[config.mk]
export PLATFORM = sky130hd
export DESIGN_NAME = mas_alu_ops
export DESIGN_NICKNAME = d
export VERILOG_FILES = /design/src/hdl/mas_alu_ops.v
export VERILOG_INCLUDE_DIRS = /design/src /design/src/common
export SDC_FILE = /design/constraint.sdc
export NUM_CORES = 1
export LEC_CHECK = 0
export ABC_AREA = 1
export BUFFER_PORTS_ARGS = -buffer_cell sky130_fd_sc_hd__buf_4
export CELL_PAD_IN_SITES_DETAIL_PLACEMENT = 1
export CELL_PAD_IN_SITES_GLOBAL_PLACEMENT = 2
export CORE_MARGIN = 2
export CORE_UTILIZATION = 31
export CTS_CLUSTER_DIAMETER = 30
export DETAILED_ROUTE_END_ITERATION = 16
export HOLD_SLACK_MARGIN = 0.05
export PLACE_DENSITY = 0.83
export SLEW_MARGIN = 15
export SYNTH_ARGS = -nofsm -noshare
export SYNTH_HDL_FRONTEND = slang
export SYNTH_SLANG_ARGS = --single-unit
[constraint.sdc]
create_clock -name sys_clk_i -period 5.41 [get_ports sys_clk_i]
set_clock_uncertainty 0.05 [all_clocks]
set_input_delay 0.2705 -clock sys_clk_i [delete_from_list [all_inputs] [get_ports sys_clk_i]]
set_output_delay 0.2705 -clock sys_clk_i [all_outputs]
set_load 0.005 [all_outputs]
[src/common/mas_alu_regs.vh]
// Purpose : constants for the rotate, subtract, skip, table-read and xor execution unit
// Assumes : byte-wide data memory, 14-bit program words, 8 pages of 256 words
// Notes   : register offsets are byte addresses on the AHB-Lite slave
`ifndef MAS_ALU_REGS_VH
`define MAS_ALU_REGS_VH

// ======================================================================
// register map (byte offsets)
`define MAS_ADDR_ACC        8'h00
`define MAS_ADDR_FLAGS      8'h04
`define MAS_ADDR_TBL_PTR    8'h08
`define MAS_ADDR_TBL_HIGH   8'h0C
`define MAS_ADDR_OP_STAT    8'h10

// ======================================================================
// flag field positions
`define MAS_FLAG_C          0
`define MAS_FLAG_HALF       1
`define MAS_FLAG_Z          2
`define MAS_FLAG_WRAP       3
// operation status field positions
`define MAS_STAT_BUSY       0
`define MAS_STAT_SKIP       1

// ======================================================================
// reset values and fixed constants
`define MAS_RST_ACC         8'h00
`define MAS_RST_FLAGS       4'h0
`define MAS_RST_TBL_PTR     8'h00
`define MAS_RST_TBL_HIGH    6'h00
`define MAS_LAST_PAGE       3'h7
`define MAS_ALL_ONES        8'hFF

// ======================================================================
// operation codes
`define MAS_OP_ROT_LEFT_THRU_CARRY_MEM    5'h00
`define MAS_OP_ROT_LEFT_THRU_CARRY_TO_A   5'h01
`define MAS_OP_ROTATE_RIGHT_MEM           5'h02
`define MAS_OP_ROTATE_RIGHT_TO_A          5'h03
`define MAS_OP_ROT_RIGHT_THRU_CARRY_MEM   5'h04
`define MAS_OP_ROT_RIGHT_THRU_CARRY_TO_A  5'h05
`define MAS_OP_MINUS_BORROW_TO_A          5'h06
`define MAS_OP_MINUS_BORROW_TO_MEM        5'h07
`define MAS_OP_DEC_SKIP_IF_ZERO           5'h08
`define MAS_OP_DEC_SKIP_ZERO_TO_A         5'h09
`define MAS_OP_INC_SKIP_IF_ZERO           5'h0A
`define MAS_OP_INC_SKIP_ZERO_TO_A         5'h0B
`define MAS_OP_SET_ALL_MEM                5'h0C
`define MAS_OP_SET_BIT_MEM                5'h0D
`define MAS_OP_SKIP_BIT_SET               5'h0E
`define MAS_OP_MINUS_TO_A                 5'h0F
`define MAS_OP_MINUS_TO_MEM               5'h10
`define MAS_OP_MINUS_IMM_TO_A             5'h11
`define MAS_OP_NIBBLE_EXCHANGE_MEM        5'h12
`define MAS_OP_NIBBLE_EXCHANGE_TO_A       5'h13
`define MAS_OP_SKIP_ON_ZERO_MEM           5'h14
`define MAS_OP_SKIP_ZERO_COPY_TO_A        5'h15
`define MAS_OP_SKIP_BIT_CLEAR             5'h16
`define MAS_OP_TABLE_READ_CURRENT_PAGE    5'h17
`define MAS_OP_TABLE_READ_LAST_PAGE       5'h18
`define MAS_OP_EXCLUSIVE_OR_TO_A          5'h19
`define MAS_OP_EXCLUSIVE_OR_TO_MEM        5'h1A
`define MAS_OP_EXCLUSIVE_OR_IMM_TO_A      5'h1B

`endif

[src/hdl/mas_alu_ops.v]
// Purpose : execution datapath for rotates, subtracts, skips, bit set, table reads, xor
// Assumes : data memory answers a read on the cycle after dm_rd_o, program memory likewise
// Notes   : accumulator, flags and table pointer are also reachable over AHB-Lite
`timescale 1ns/1ps
`include "mas_alu_regs.vh"

module mas_alu_ops (
  input  wire        sys_clk_i,
  input  wire        sys_rst_i,
  input  wire        hsel_i,
  input  wire [31:0] haddr_i,
  input  wire [1:0]  htrans_i,
  input  wire        hwrite_i,
  input  wire [2:0]  hsize_i,
  input  wire [31:0] hwdata_i,
  input  wire        hready_i,
  output reg  [31:0] hrdata_o,
  output reg         hreadyout_o,
  output reg         hresp_o,
  input  wire        op_start_i,
  input  wire [4:0]  op_code_i,
  input  wire [6:0]  op_addr_i,
  input  wire [2:0]  op_bit_i,
  input  wire [7:0]  op_imm_i,
  input  wire [2:0]  pc_page_i,
  output reg         op_busy_o,
  output reg         op_done_o,
  output reg         skip_o,
  output reg         dm_rd_o,
  output reg         dm_wr_o,
  output reg  [6:0]  dm_addr_o,
  output reg  [7:0]  dm_wdata_o,
  input  wire [7:0]  dm_rdata_i,
  output reg         pm_rd_o,
  output reg  [10:0] pm_addr_o,
  input  wire [13:0] pm_rdata_i,
  output reg  [7:0]  acc_o,
  output reg  [3:0]  flags_o
);

  // ======================================================================
  // sequencer states
  localparam [1:0] ST_IDLE  = 2'h0;
  localparam [1:0] ST_FETCH = 2'h1;
  localparam [1:0] ST_EXEC  = 2'h2;
  localparam [1:0] ST_DUMMY = 2'h3;

  reg  [1:0] state;
  reg  [4:0] op;
  reg  [2:0] op_bit;
  reg  [7:0] op_imm;
  reg  [7:0] table_pointer_reg;
  reg  [5:0] table_high_byte_latch;
  reg        last_skip;
  reg        wr_pend;
  reg  [7:0] wr_addr;
  wire [7:0] bit_mask;

  // ======================================================================
  // decode helpers

  // table reads take their operand from program memory
  function is_table;
    input [4:0] code;
    begin
      is_table = (code == `MAS_OP_TABLE_READ_CURRENT_PAGE) ||
                 (code == `MAS_OP_TABLE_READ_LAST_PAGE);
    end
  endfunction

  // literal ops and whole-byte set need no data memory read
  function needs_dm;
    input [4:0] code;
    begin
      needs_dm = !is_table(code) &&
                 (code != `MAS_OP_MINUS_IMM_TO_A) &&
                 (code != `MAS_OP_EXCLUSIVE_OR_IMM_TO_A) &&
                 (code != `MAS_OP_SET_ALL_MEM);
    end
  endfunction

  // a - b - !cin, packed as {wrap, half, carry, result}
  function [10:0] sub_fn;
    input [7:0] a;
    input [7:0] b;
    input       cin;
    reg   [4:0] lo;
    reg   [8:0] full;
    begin
      lo     = {1'b0, a[3:0]} + {1'b0, ~b[3:0]} + {4'h0, cin};
      full   = {1'b0, a} + {1'b0, ~b} + {8'h00, cin};
      sub_fn = {(a[7] ^ b[7]) & (a[7] ^ full[7]), lo[4], full[8], full[7:0]};
    end
  endfunction

  // register read decode, unmapped words read as zero
  function [31:0] reg_read;
    input [31:0] addr;
    begin
      reg_read = 32'h0000_0000;
      if (addr[31:8] == 24'h00_0000) begin
        case (addr[7:0])
          `MAS_ADDR_ACC:      reg_read = {24'h00_0000, acc_o};
          `MAS_ADDR_FLAGS:    reg_read = {28'h000_0000, flags_o};
          `MAS_ADDR_TBL_PTR:  reg_read = {24'h00_0000, table_pointer_reg};
          `MAS_ADDR_TBL_HIGH: reg_read = {26'h000_0000, table_high_byte_latch};
          `MAS_ADDR_OP_STAT:  reg_read = {30'h0000_0000, last_skip, op_busy_o};
          default:            reg_read = 32'h0000_0000;
        endcase
      end
    end
  endfunction

  // ======================================================================
  // one-hot mask for the selected bit
  genvar gi;
  generate
    for (gi = 0; gi < 8; gi = gi + 1) begin : g_mask
      localparam [2:0] IDX = gi;
      assign bit_mask[gi] = (op_bit == IDX);
    end
  endgenerate

  // ======================================================================
  // combinational execute
  reg  [7:0]  next_res;
  reg         next_to_acc;
  reg         next_to_mem;
  reg  [3:0]  next_flags;
  reg         next_skip;
  reg  [5:0]  next_tbl_high;
  reg  [10:0] sub_out;
  wire [7:0]  mem_val = dm_rdata_i;
  wire        carry   = flags_o[`MAS_FLAG_C];
  wire [7:0]  dec_val = mem_val - 8'h01;
  wire [7:0]  inc_val = mem_val + 8'h01;

  // result, destination, flags and skip decision for the latched op
  always @* begin
    next_res      = mem_val;
    next_to_acc   = 1'b0;
    next_to_mem   = 1'b0;
    next_flags    = flags_o;
    next_skip     = 1'b0;
    next_tbl_high = table_high_byte_latch;
    sub_out       = 11'h000;
    case (op)
      `MAS_OP_ROT_LEFT_THRU_CARRY_MEM, `MAS_OP_ROT_LEFT_THRU_CARRY_TO_A: begin
        next_res                = {mem_val[6:0], carry};
        next_flags[`MAS_FLAG_C] = mem_val[7];
        next_to_mem             = (op == `MAS_OP_ROT_LEFT_THRU_CARRY_MEM);
        next_to_acc             = !next_to_mem;
      end
      `MAS_OP_ROTATE_RIGHT_MEM, `MAS_OP_ROTATE_RIGHT_TO_A: begin
        next_res    = {mem_val[0], mem_val[7:1]};
        next_to_mem = (op == `MAS_OP_ROTATE_RIGHT_MEM);
        next_to_acc = !next_to_mem;
      end
      `MAS_OP_ROT_RIGHT_THRU_CARRY_MEM, `MAS_OP_ROT_RIGHT_THRU_CARRY_TO_A: begin
        next_res                = {carry, mem_val[7:1]};
        next_flags[`MAS_FLAG_C] = mem_val[0];
        next_to_mem             = (op == `MAS_OP_ROT_RIGHT_THRU_CARRY_MEM);
        next_to_acc             = !next_to_mem;
      end
      `MAS_OP_MINUS_BORROW_TO_A, `MAS_OP_MINUS_BORROW_TO_MEM,
      `MAS_OP_MINUS_TO_A, `MAS_OP_MINUS_TO_MEM, `MAS_OP_MINUS_IMM_TO_A: begin
        // plain subtract forces the carry-in, borrow form uses the flag
        if (op == `MAS_OP_MINUS_IMM_TO_A)
          sub_out = sub_fn(acc_o, op_imm, 1'b1);
        else if ((op == `MAS_OP_MINUS_BORROW_TO_A) || (op == `MAS_OP_MINUS_BORROW_TO_MEM))
          sub_out = sub_fn(acc_o, mem_val, carry);
        else
          sub_out = sub_fn(acc_o, mem_val, 1'b1);
        next_res                 = sub_out[7:0];
        next_flags[`MAS_FLAG_C]    = sub_out[8];
        next_flags[`MAS_FLAG_HALF] = sub_out[9];
        next_flags[`MAS_FLAG_WRAP] = sub_out[10];
        next_flags[`MAS_FLAG_Z]    = (sub_out[7:0] == 8'h00);
        next_to_mem = (op == `MAS_OP_MINUS_BORROW_TO_MEM) || (op == `MAS_OP_MINUS_TO_MEM);
        next_to_acc = !next_to_mem;
      end
      `MAS_OP_DEC_SKIP_IF_ZERO, `MAS_OP_DEC_SKIP_ZERO_TO_A: begin
        next_res    = dec_val;
        next_skip   = (dec_val == 8'h00);
        next_to_mem = (op == `MAS_OP_DEC_SKIP_IF_ZERO);
        next_to_acc = !next_to_mem;
      end
      `MAS_OP_INC_SKIP_IF_ZERO, `MAS_OP_INC_SKIP_ZERO_TO_A: begin
        next_res    = inc_val;
        next_skip   = (inc_val == 8'h00);
        next_to_mem = (op == `MAS_OP_INC_SKIP_IF_ZERO);
        next_to_acc = !next_to_mem;
      end
      `MAS_OP_SET_ALL_MEM: begin
        next_res    = `MAS_ALL_ONES;
        next_to_mem = 1'b1;
      end
      `MAS_OP_SET_BIT_MEM: begin
        next_res    = mem_val | bit_mask;
        next_to_mem = 1'b1;
      end
      `MAS_OP_SKIP_BIT_SET: begin
        next_skip = ((mem_val & bit_mask) != 8'h00);
      end
      `MAS_OP_SKIP_BIT_CLEAR: begin
        next_skip = ((mem_val & bit_mask) == 8'h00);
      end
      `MAS_OP_NIBBLE_EXCHANGE_MEM, `MAS_OP_NIBBLE_EXCHANGE_TO_A: begin
        next_res    = {mem_val[3:0], mem_val[7:4]};
        next_to_mem = (op == `MAS_OP_NIBBLE_EXCHANGE_MEM);
        next_to_acc = !next_to_mem;
      end
      `MAS_OP_SKIP_ON_ZERO_MEM: begin
        next_skip = (mem_val == 8'h00);
      end
      `MAS_OP_SKIP_ZERO_COPY_TO_A: begin
        next_to_acc = 1'b1;
        next_skip   = (mem_val == 8'h00);
      end
      `MAS_OP_TABLE_READ_CURRENT_PAGE, `MAS_OP_TABLE_READ_LAST_PAGE: begin
        next_res      = pm_rdata_i[7:0];
        next_tbl_high = pm_rdata_i[13:8];
        next_to_mem   = 1'b1;
      end
      `MAS_OP_EXCLUSIVE_OR_TO_A, `MAS_OP_EXCLUSIVE_OR_TO_MEM, `MAS_OP_EXCLUSIVE_OR_IMM_TO_A: begin
        if (op == `MAS_OP_EXCLUSIVE_OR_IMM_TO_A)
          next_res = acc_o ^ op_imm;
        else
          next_res = acc_o ^ mem_val;
        next_flags[`MAS_FLAG_Z] = (next_res == 8'h00);
        next_to_mem = (op == `MAS_OP_EXCLUSIVE_OR_TO_MEM);
        next_to_acc = !next_to_mem;
      end
      default: begin
        next_res = mem_val;
      end
    endcase
  end

  // ======================================================================
  // AHB-Lite slave: zero wait, always OKAY, write data taken in data phase
  wire accept = hsel_i && htrans_i[1] && hready_i;

  // address phase capture and registered read data
  always @(posedge sys_clk_i or posedge sys_rst_i) begin
    if (sys_rst_i) begin
      hrdata_o    <= 32'h0000_0000;
      hreadyout_o <= 1'b0;
      hresp_o     <= 1'b0;
      wr_pend     <= 1'b0;
      wr_addr     <= 8'h00;
    end else begin
      hreadyout_o <= 1'b1;
      hresp_o     <= 1'b0;
      wr_pend     <= accept && hwrite_i && (haddr_i[31:8] == 24'h00_0000);
      wr_addr     <= haddr_i[7:0];
      if (accept && !hwrite_i)
        hrdata_o <= reg_read(haddr_i);
      else
        hrdata_o <= 32'h0000_0000;
    end
  end

  // ======================================================================
  // sequencer, architectural state and memory strobes
  always @(posedge sys_clk_i or posedge sys_rst_i) begin
    if (sys_rst_i) begin
      state                 <= ST_IDLE;
      op                    <= 5'h00;
      op_bit                <= 3'h0;
      op_imm                <= 8'h00;
      op_busy_o             <= 1'b0;
      op_done_o             <= 1'b0;
      skip_o                <= 1'b0;
      dm_rd_o               <= 1'b0;
      dm_wr_o               <= 1'b0;
      dm_addr_o             <= 7'h00;
      dm_wdata_o            <= 8'h00;
      pm_rd_o               <= 1'b0;
      pm_addr_o             <= 11'h000;
      acc_o                 <= `MAS_RST_ACC;
      flags_o               <= `MAS_RST_FLAGS;
      table_pointer_reg     <= `MAS_RST_TBL_PTR;
      table_high_byte_latch <= `MAS_RST_TBL_HIGH;
      last_skip             <= 1'b0;
    end else begin
      op_done_o <= 1'b0;
      skip_o    <= 1'b0;
      dm_wr_o   <= 1'b0;
      dm_rd_o   <= 1'b0;
      pm_rd_o   <= 1'b0;
      // software writes; in ST_EXEC the op overrides the flags below, and acc when it writes acc, never the table pointer
      if (wr_pend) begin
        case (wr_addr)
          `MAS_ADDR_ACC:     acc_o             <= hwdata_i[7:0];
          `MAS_ADDR_FLAGS:   flags_o           <= hwdata_i[3:0];
          `MAS_ADDR_TBL_PTR: table_pointer_reg <= hwdata_i[7:0];
          default:           acc_o             <= acc_o;
        endcase
      end
      case (state)
        ST_IDLE: begin
          if (op_start_i) begin
            op        <= op_code_i;
            op_bit    <= op_bit_i;
            op_imm    <= op_imm_i;
            dm_addr_o <= op_addr_i;
            dm_rd_o   <= needs_dm(op_code_i);
            pm_rd_o   <= is_table(op_code_i);
            if (op_code_i == `MAS_OP_TABLE_READ_LAST_PAGE)
              pm_addr_o <= {`MAS_LAST_PAGE, table_pointer_reg};
            else
              pm_addr_o <= {pc_page_i, table_pointer_reg};
            op_busy_o <= 1'b1;
            state     <= ST_FETCH;
          end
        end
        ST_FETCH: begin
          state <= ST_EXEC;
        end
        ST_EXEC: begin
          dm_wr_o               <= next_to_mem;
          dm_wdata_o            <= next_res;
          table_high_byte_latch <= next_tbl_high;
          flags_o               <= next_flags;
          last_skip             <= next_skip;
          if (next_to_acc)
            acc_o <= next_res;
          if (next_skip) begin
            skip_o <= 1'b1;
            state  <= ST_DUMMY;
          end else begin
            op_done_o <= 1'b1;
            op_busy_o <= 1'b0;
            state     <= ST_IDLE;
          end
        end
        ST_DUMMY: begin
          op_done_o <= 1'b1;
          op_busy_o <= 1'b0;
          state     <= ST_IDLE;
        end
        default: begin
          state <= ST_IDLE;
        end
      endcase
    end
  end

endmodule // mas_alu_ops

# --- Word level (Yosys, flattened, before mapping) ---
# Cells that the tools add are included.
classes:
  reduce_logical: 55
  n_bitwise: 16
  mux: 39
  add_sub_neg: 12
  n_eq_ne: 53
ops:
  columns: ["op", "count"]
  rows:
  - ["$pmux W8 S11", 1]
  - ["$eq A5 B5 Y1 const B", 14]
  - ["$logic_not A8 Y1", 8]
  - ["$mux W8", 7]
  - ["$mux W11", 4]
  - ["$eq A5 B4 Y1 const B", 8]
  - ["$pmux W8 S5", 1]
  - ["$mux W32", 1]
  - ["$eq A8 B4 Y1 const B", 3]
  - ["$logic_not A24 Y1", 1]
  - ["$eq A5 B3 Y1 const B", 4]
  - ["$add A8 B8 Y9", 2]
  - ["$add A9 B1 Y9 const B", 2]
  - ["$pmux W1 S9", 2]
  - ["$eq A8 B3 Y1 const B", 2]
  - ["$not A8 Y8", 2]
  - ["$reduce_or A2 Y1", 8]
  - ["$xor A8 B8 Y8", 2]
  - ["$eq A3 B3 Y1 const B", 4]
  - ["$mux W1", 12]
  - ["$mux W4", 3]
  - ["$reduce_and A3 Y1", 4]
  - ["$add A4 B4 Y5", 2]
  - ["$add A5 B1 Y5 const B", 2]
  - ["40 further kinds", 76]
word_totals:
  elab_cells: 199
  in_bits: 123
  reg_bits: 119

# --- Depth between registers and ports, before layout ---
logic_depth:
  word_depth: 11
  ltp_mapped: 19

# --- Worst setup path after synthesis ---
# OpenSTA, ideal clock, no wires.
synth_path:
  path_kind: "input port to flip-flop"
  start: "in dm_rdata_i[0]"
  end: "reg flags_o[0]"
  t_arrival_ps: 2313
  n_path_buf: 0
  cell_stages: 16
  slack_ps: 2931
  cell_sequence: "clkinv_1 -> ha_1 -> fa_1 -> ha_1 -> nand3b_1 -> nand2_1 -> nor2_2 -> nand3_2 -> nor2_2 -> nand2_1 -> o21bai_1 -> nand3_1 -> nand2_1 -> nand2_1 -> nand2_1 -> nand2_1"
synth_via:
  elab_chain_cells: 8
  elab_cells_between_ends: 9
  classes_between: "3 x add/sub; 5 x mux; 1 x bitwise"
synth_lines:
  columns: ["item", "line", "rtl"]
  rows:
  - ["from (decl)", "mas_alu_ops.v:33", "input wire [7:0] dm_rdata_i,"]
  - ["$not A8 Y8", "mas_alu_ops.v:91", "full = {1'b0, a} + {1'b0, ~b} + {8'h00, cin};"]
  - ["$add A8 B8 Y9", "mas_alu_ops.v:91", null]
  - ["$add A9 B1 Y9", "mas_alu_ops.v:91", null]
  - ["$mux W11", "mas_alu_ops.v:170", "else if ((op == `MAS_OP_MINUS_BORROW_TO_A) || (op == `MAS_OP_MINUS_BORROW_TO_MEM))"]
  - ["$mux W11", "mas_alu_ops.v:168", "if (op == `MAS_OP_MINUS_IMM_TO_A)"]
  - ["$mux W11", "mas_alu_ops.v:147", "case (op)"]
  - ["$pmux W1 S3 *", "mas_alu_ops.v:147", null]
  - ["$mux W4 *", "mas_alu_ops.v:301", "case (state)"]
  - ["to (signal assigned)", "mas_alu_ops.v:282", "flags_o <= `MAS_RST_FLAGS;"]
  - ["to (signal assigned)", "mas_alu_ops.v:296", "`MAS_ADDR_FLAGS: flags_o <= hwdata_i[3:0];"]
  - ["to (signal assigned)", "mas_alu_ops.v:325", "flags_o <= next_flags;"]
  - ["to (decl)", "mas_alu_ops.v:38", "output reg [3:0] flags_o"]
# Mark *: on every way between the ends. The rest lies on a longest branch, timed or not. The select of a mux whose other input is x is not followed.
# A chain may end at the register's enable or synchronous reset.

# --- Worst setup path in the final report ---
layout_path:
  start: "reg op[0]"
  end: "reg acc_o[5]"
layout_via:
  elab_chain_cells: 8
  elab_cells_between_ends: 53
  classes_between: "24 x eq/ne; 9 x mux; 20 x reduce/logical"
layout_lines:
  columns: ["item", "line", "rtl"]
  rows:
  - ["from (decl)", "mas_alu_ops.v:49", "reg [4:0] op;"]
  - ["from (signal assigned)", "mas_alu_ops.v:304", "op <= op_code_i;"]
  - ["$eq A5 B3 Y1", null, null]
  - ["$logic_or A1 B1 Y1", "mas_alu_ops.v:170", null]
  - ["$mux W11", "mas_alu_ops.v:170", null]
  - ["$mux W11", "mas_alu_ops.v:168", null]
  - ["$mux W11", "mas_alu_ops.v:147", null]
  - ["$pmux W8 S11", "mas_alu_ops.v:147", null]
  - ["$mux W8 *", "mas_alu_ops.v:327", "if (next_to_acc)"]
  - ["$mux W8 *", "mas_alu_ops.v:301", null]
  - ["to (signal assigned)", "mas_alu_ops.v:295", "`MAS_ADDR_ACC: acc_o <= hwdata_i[7:0];"]
  - ["to (signal assigned)", "mas_alu_ops.v:298", "default: acc_o <= acc_o;"]
  - ["to (signal assigned)", "mas_alu_ops.v:328", "acc_o <= next_res;"]
  - ["to (decl)", "mas_alu_ops.v:37", "output reg [7:0] acc_o,"]
# Marks and branches as above.

==> flow_summary.ini <==
[cts]
cts_made_buffers = 9
tritoncts_clock_tree = built
cts.path.max_buffers = 2
clkLatencyLatePin_ps = 340
ctsRootBufferMaster = clkbuf_16
post_cts.resized_instances = 0
cts.htree.levels = 3
cts.clk_slew.worst_paths_ps = 70
cts_sinks = 95

[detailed_routing]
detailroute.via_count = 6743
detail-route-antenna-nets = 0
drt_first_iter_violations = 314
wire_per_inst_um = 17.5
final_routed_wirelength_um = 24000
via_per_inst = 4.91
dr.pass1.iters = 4
post-route-drc-count = 0

[logic_synthesis]
synth_seq_cells = 95
yosysWarnings = 0
syn-instance-count = 941
post_synthesis_average_cell_area_um2 = 7.23
synth_cell_types = 51
syn_area_um2 = 6810
share_of_synthesized_area_occupied_by_flip_flops_and_latches_pct = 34.9

[placement]
routabilityCongestion = 0.866
dp_hpwl_um = 19000
numPortBuffers = 147
detailedPlace.worstSlack_ps = 2100

[sta]
timing_max_transition_violations_final = 0
min_period_over_period_pct = 55.6
min_period_ps = 3010
relSlewSlack_pct = 36.7
rsz0062_at_grt = false
tightest_slew_ps = 945
fin_tns_setup_ps = 0
layout_setup_ws_ps = 2400
fmaxAchievable_ghz = 0.332
setup_violations = 0
final_hold_viol_count = 0

[final_layout]
fraction_of_final_layout_cells_with_drive_strength_greater_than_1_pct = 21.0
mostFrequentLayoutCell = nand2_1
fill_cells = 2719
area_growth_syn_to_layout_pct = 24.2
antennaDiodeCount = 0
regMostFlops = pm_addr_o
layout.cells.most_common_list = 263 x nand2_1, 152 x buf_4, 95 x dfrtp_1
layout.area.seq_um2 = 2380
largest_reg_flops = 11
multiInputGateArea_um2 = 3820
finalNetCount = 1238

[grt]
first_global_vias = 7111
grt_antenna_before_repair = 0
globalRoute.totalOverflow = 0
pin_count_of_the_biggest_net_entering_global_routing = 54
grt_first_pass_wirelength_um = 38300
global_route_total_usage_across_every_layer_pct = 20.6

[critical_path]
critical_path.slowest_cell = dfrtp_1
required_time_of_the_critical_path_ps = 5560
criticalPathCategory = register to register
critical_path_depth = 13
path_delay_family = simple AND/OR/NAND/NOR gates
cp_max_fo = 16
critPathMaxStageDelay_ps = 700
critical_path.n_buffers_inverters = 2
worst-r2r-cell-count = 13
worst-endpoint-arrival_ps = 3160
critPathCaptureType = register
start_kind = register
crit_chain = inv_1 > nor2_1 > nand3_2 > inv_4 > nor2_2 > o21ai_2 > nor2_4 > nand3_2 > o21ai_0 > nor2_1 > nand2_1 > o21ai_1 > a21oi_1

[die]
rows = 54
die_w_um = 152
core-area_um2 = 21700
die_span_in_y_um = 152
floorplan.io_pins = 201
floorplan.initialDensity_pct = 31.4
floorplan.die_area_um2 = 23200

[pwr]
power_density_nw_per_um2 = 548
share_comb_of_total_power_pct = 59.9
p_leak_uw = 0.00422
p_total_uw = 4630
peakVddDrop_uv = 213
p_switching_uw = 2320
power.switching_fraction_pct = 50.0
power_frac_clock_pct = 13.2
power_frac_seq_pct = 26.9
power.internal_uw = 2310

[outcome]
status = complete, no violations

[flow_run]
maxCapViolCount = 0

[min_path]
min_path_cells = 3
worst_hold_class = input port to register
cells by family after synthesis:
kind of cell | share of synthesized area (%)
simple gates | 31.5
compound gates | 13.8
buf+inv | 10.3
flops | 34.9
fa+ha+maj | 5.00
xor+xnor | 2.83
mux | 1.49
other cells | 0.110
Yosys cell counts (all sizes together):
cell | number | share of area (%)
nand3b | 6 | 0.66
xor2 | 18 | 2.3
a22oi | 3 | 0.33
nor4 | 9 | 0.83
a41oi | 1 | 0.13
dfrtp | 95 | 35
a31oi | 5 | 0.46
o22ai | 13 | 1.3
a21oi | 40 | 3.4
nand4 | 17 | 1.7
o2111ai | 1 | 0.13
o21ai | 68 | 5.6
nand3 | 76 | 6.1
conb | 2 | 0.11
nand2 | 268 | 15
o211ai | 8 | 0.88
buf | 36 | 3.8
a211oi | 11 | 1.3
xnor2 | 4 | 0.51
nor2 | 80 | 4.9
mux2 | 9 | 1.5
fa | 2 | 0.59
inv | 101 | 5.6
ha | 24 | 4.4
a221oi | 2 | 0.26
and3 | 2 | 0.18
clkinv | 4 | 0.22
nor3 | 16 | 1.4
clkbuf | 12 | 0.66
o21bai | 1 | 0.11
or2 | 4 | 0.37
nor3b | 3 | 0.33
final timing paths:
| path | startpoint | slack (ps) | endpoint |
|---|---|---|---|
| setup reg to reg | op[0] | 2400 | acc_o[5] |
| max in group asynchronous | sys_rst_i | 3720 | op[2] |
| hold / removal | op_addr_i[0] | 70 | dm_addr_o[0] |
| min in group asynchronous | sys_rst_i | 490 | table_high_byte_latch[1] |
| setup / recovery | op[0] | 2400 | acc_o[5] |
| hold reg to reg | dm_addr_o[6] | 440 | dm_addr_o[6] |
final cells by class:
| class | count | share of cell area, % |
|---|---|---|
| tap | 280 | 4.14 |
| multi-input combinational | 717 | 45.1 |
| clock inverter | 4 | 0.355 |
| sequential | 95 | 28.1 |
| timing repair buffer | 161 | 14.6 |
| clock buffer | 11 | 2.99 |
| inverter | 105 | 4.72 |
repair_timing:
action,4_1_cts,5_1_grt
buffers inserted,0,0
hold endpoints to repair,50,0
hold buffers,9,0
per-layer routing:
layer	global-route usage, %	wire length [um]	vias to the layer above
met5	0	0	-
met4	3.34	145	0
met3	3.36	1130	13
met2	35.0	11500	155
met1	28.1	11200	3215
li1	-	-	3360
power groups by stage:
| stage | logic, uW | clock network (uW) | registers (uW) |
|---|---|---|---|
| final | 2780 | 613 | 1250 |
| after global routing | 3140 | 656 | 1290 |
| after CTS | 2790 | 620 | 1250 |
| after detailed placement | 2780 | 0 | 1260 |
| after global placement | 2720 | 0 | 1250 |
| after floorplan | 1910 | 0 | 1140 |
worst min-delay path: cells and delay by family:
kind | cells | cell delay, ps
buffers and inverters | 1 | 70
and+or+nand+nor | 2 | 80
metrics by stage:
step	utilization [%]	area [um2]	cells	hold slack, ps
final	39.0	8460	1373	67.9
after global routing	39.0	8460	1373	69.5
after CTS	39.0	8460	1373	64.0
after detailed placement	37.3	8090	1349	315
after global placement	37.3	8090	1349	318
after floorplan	-	6900	965	252
(Power assumes the default switching activity.)
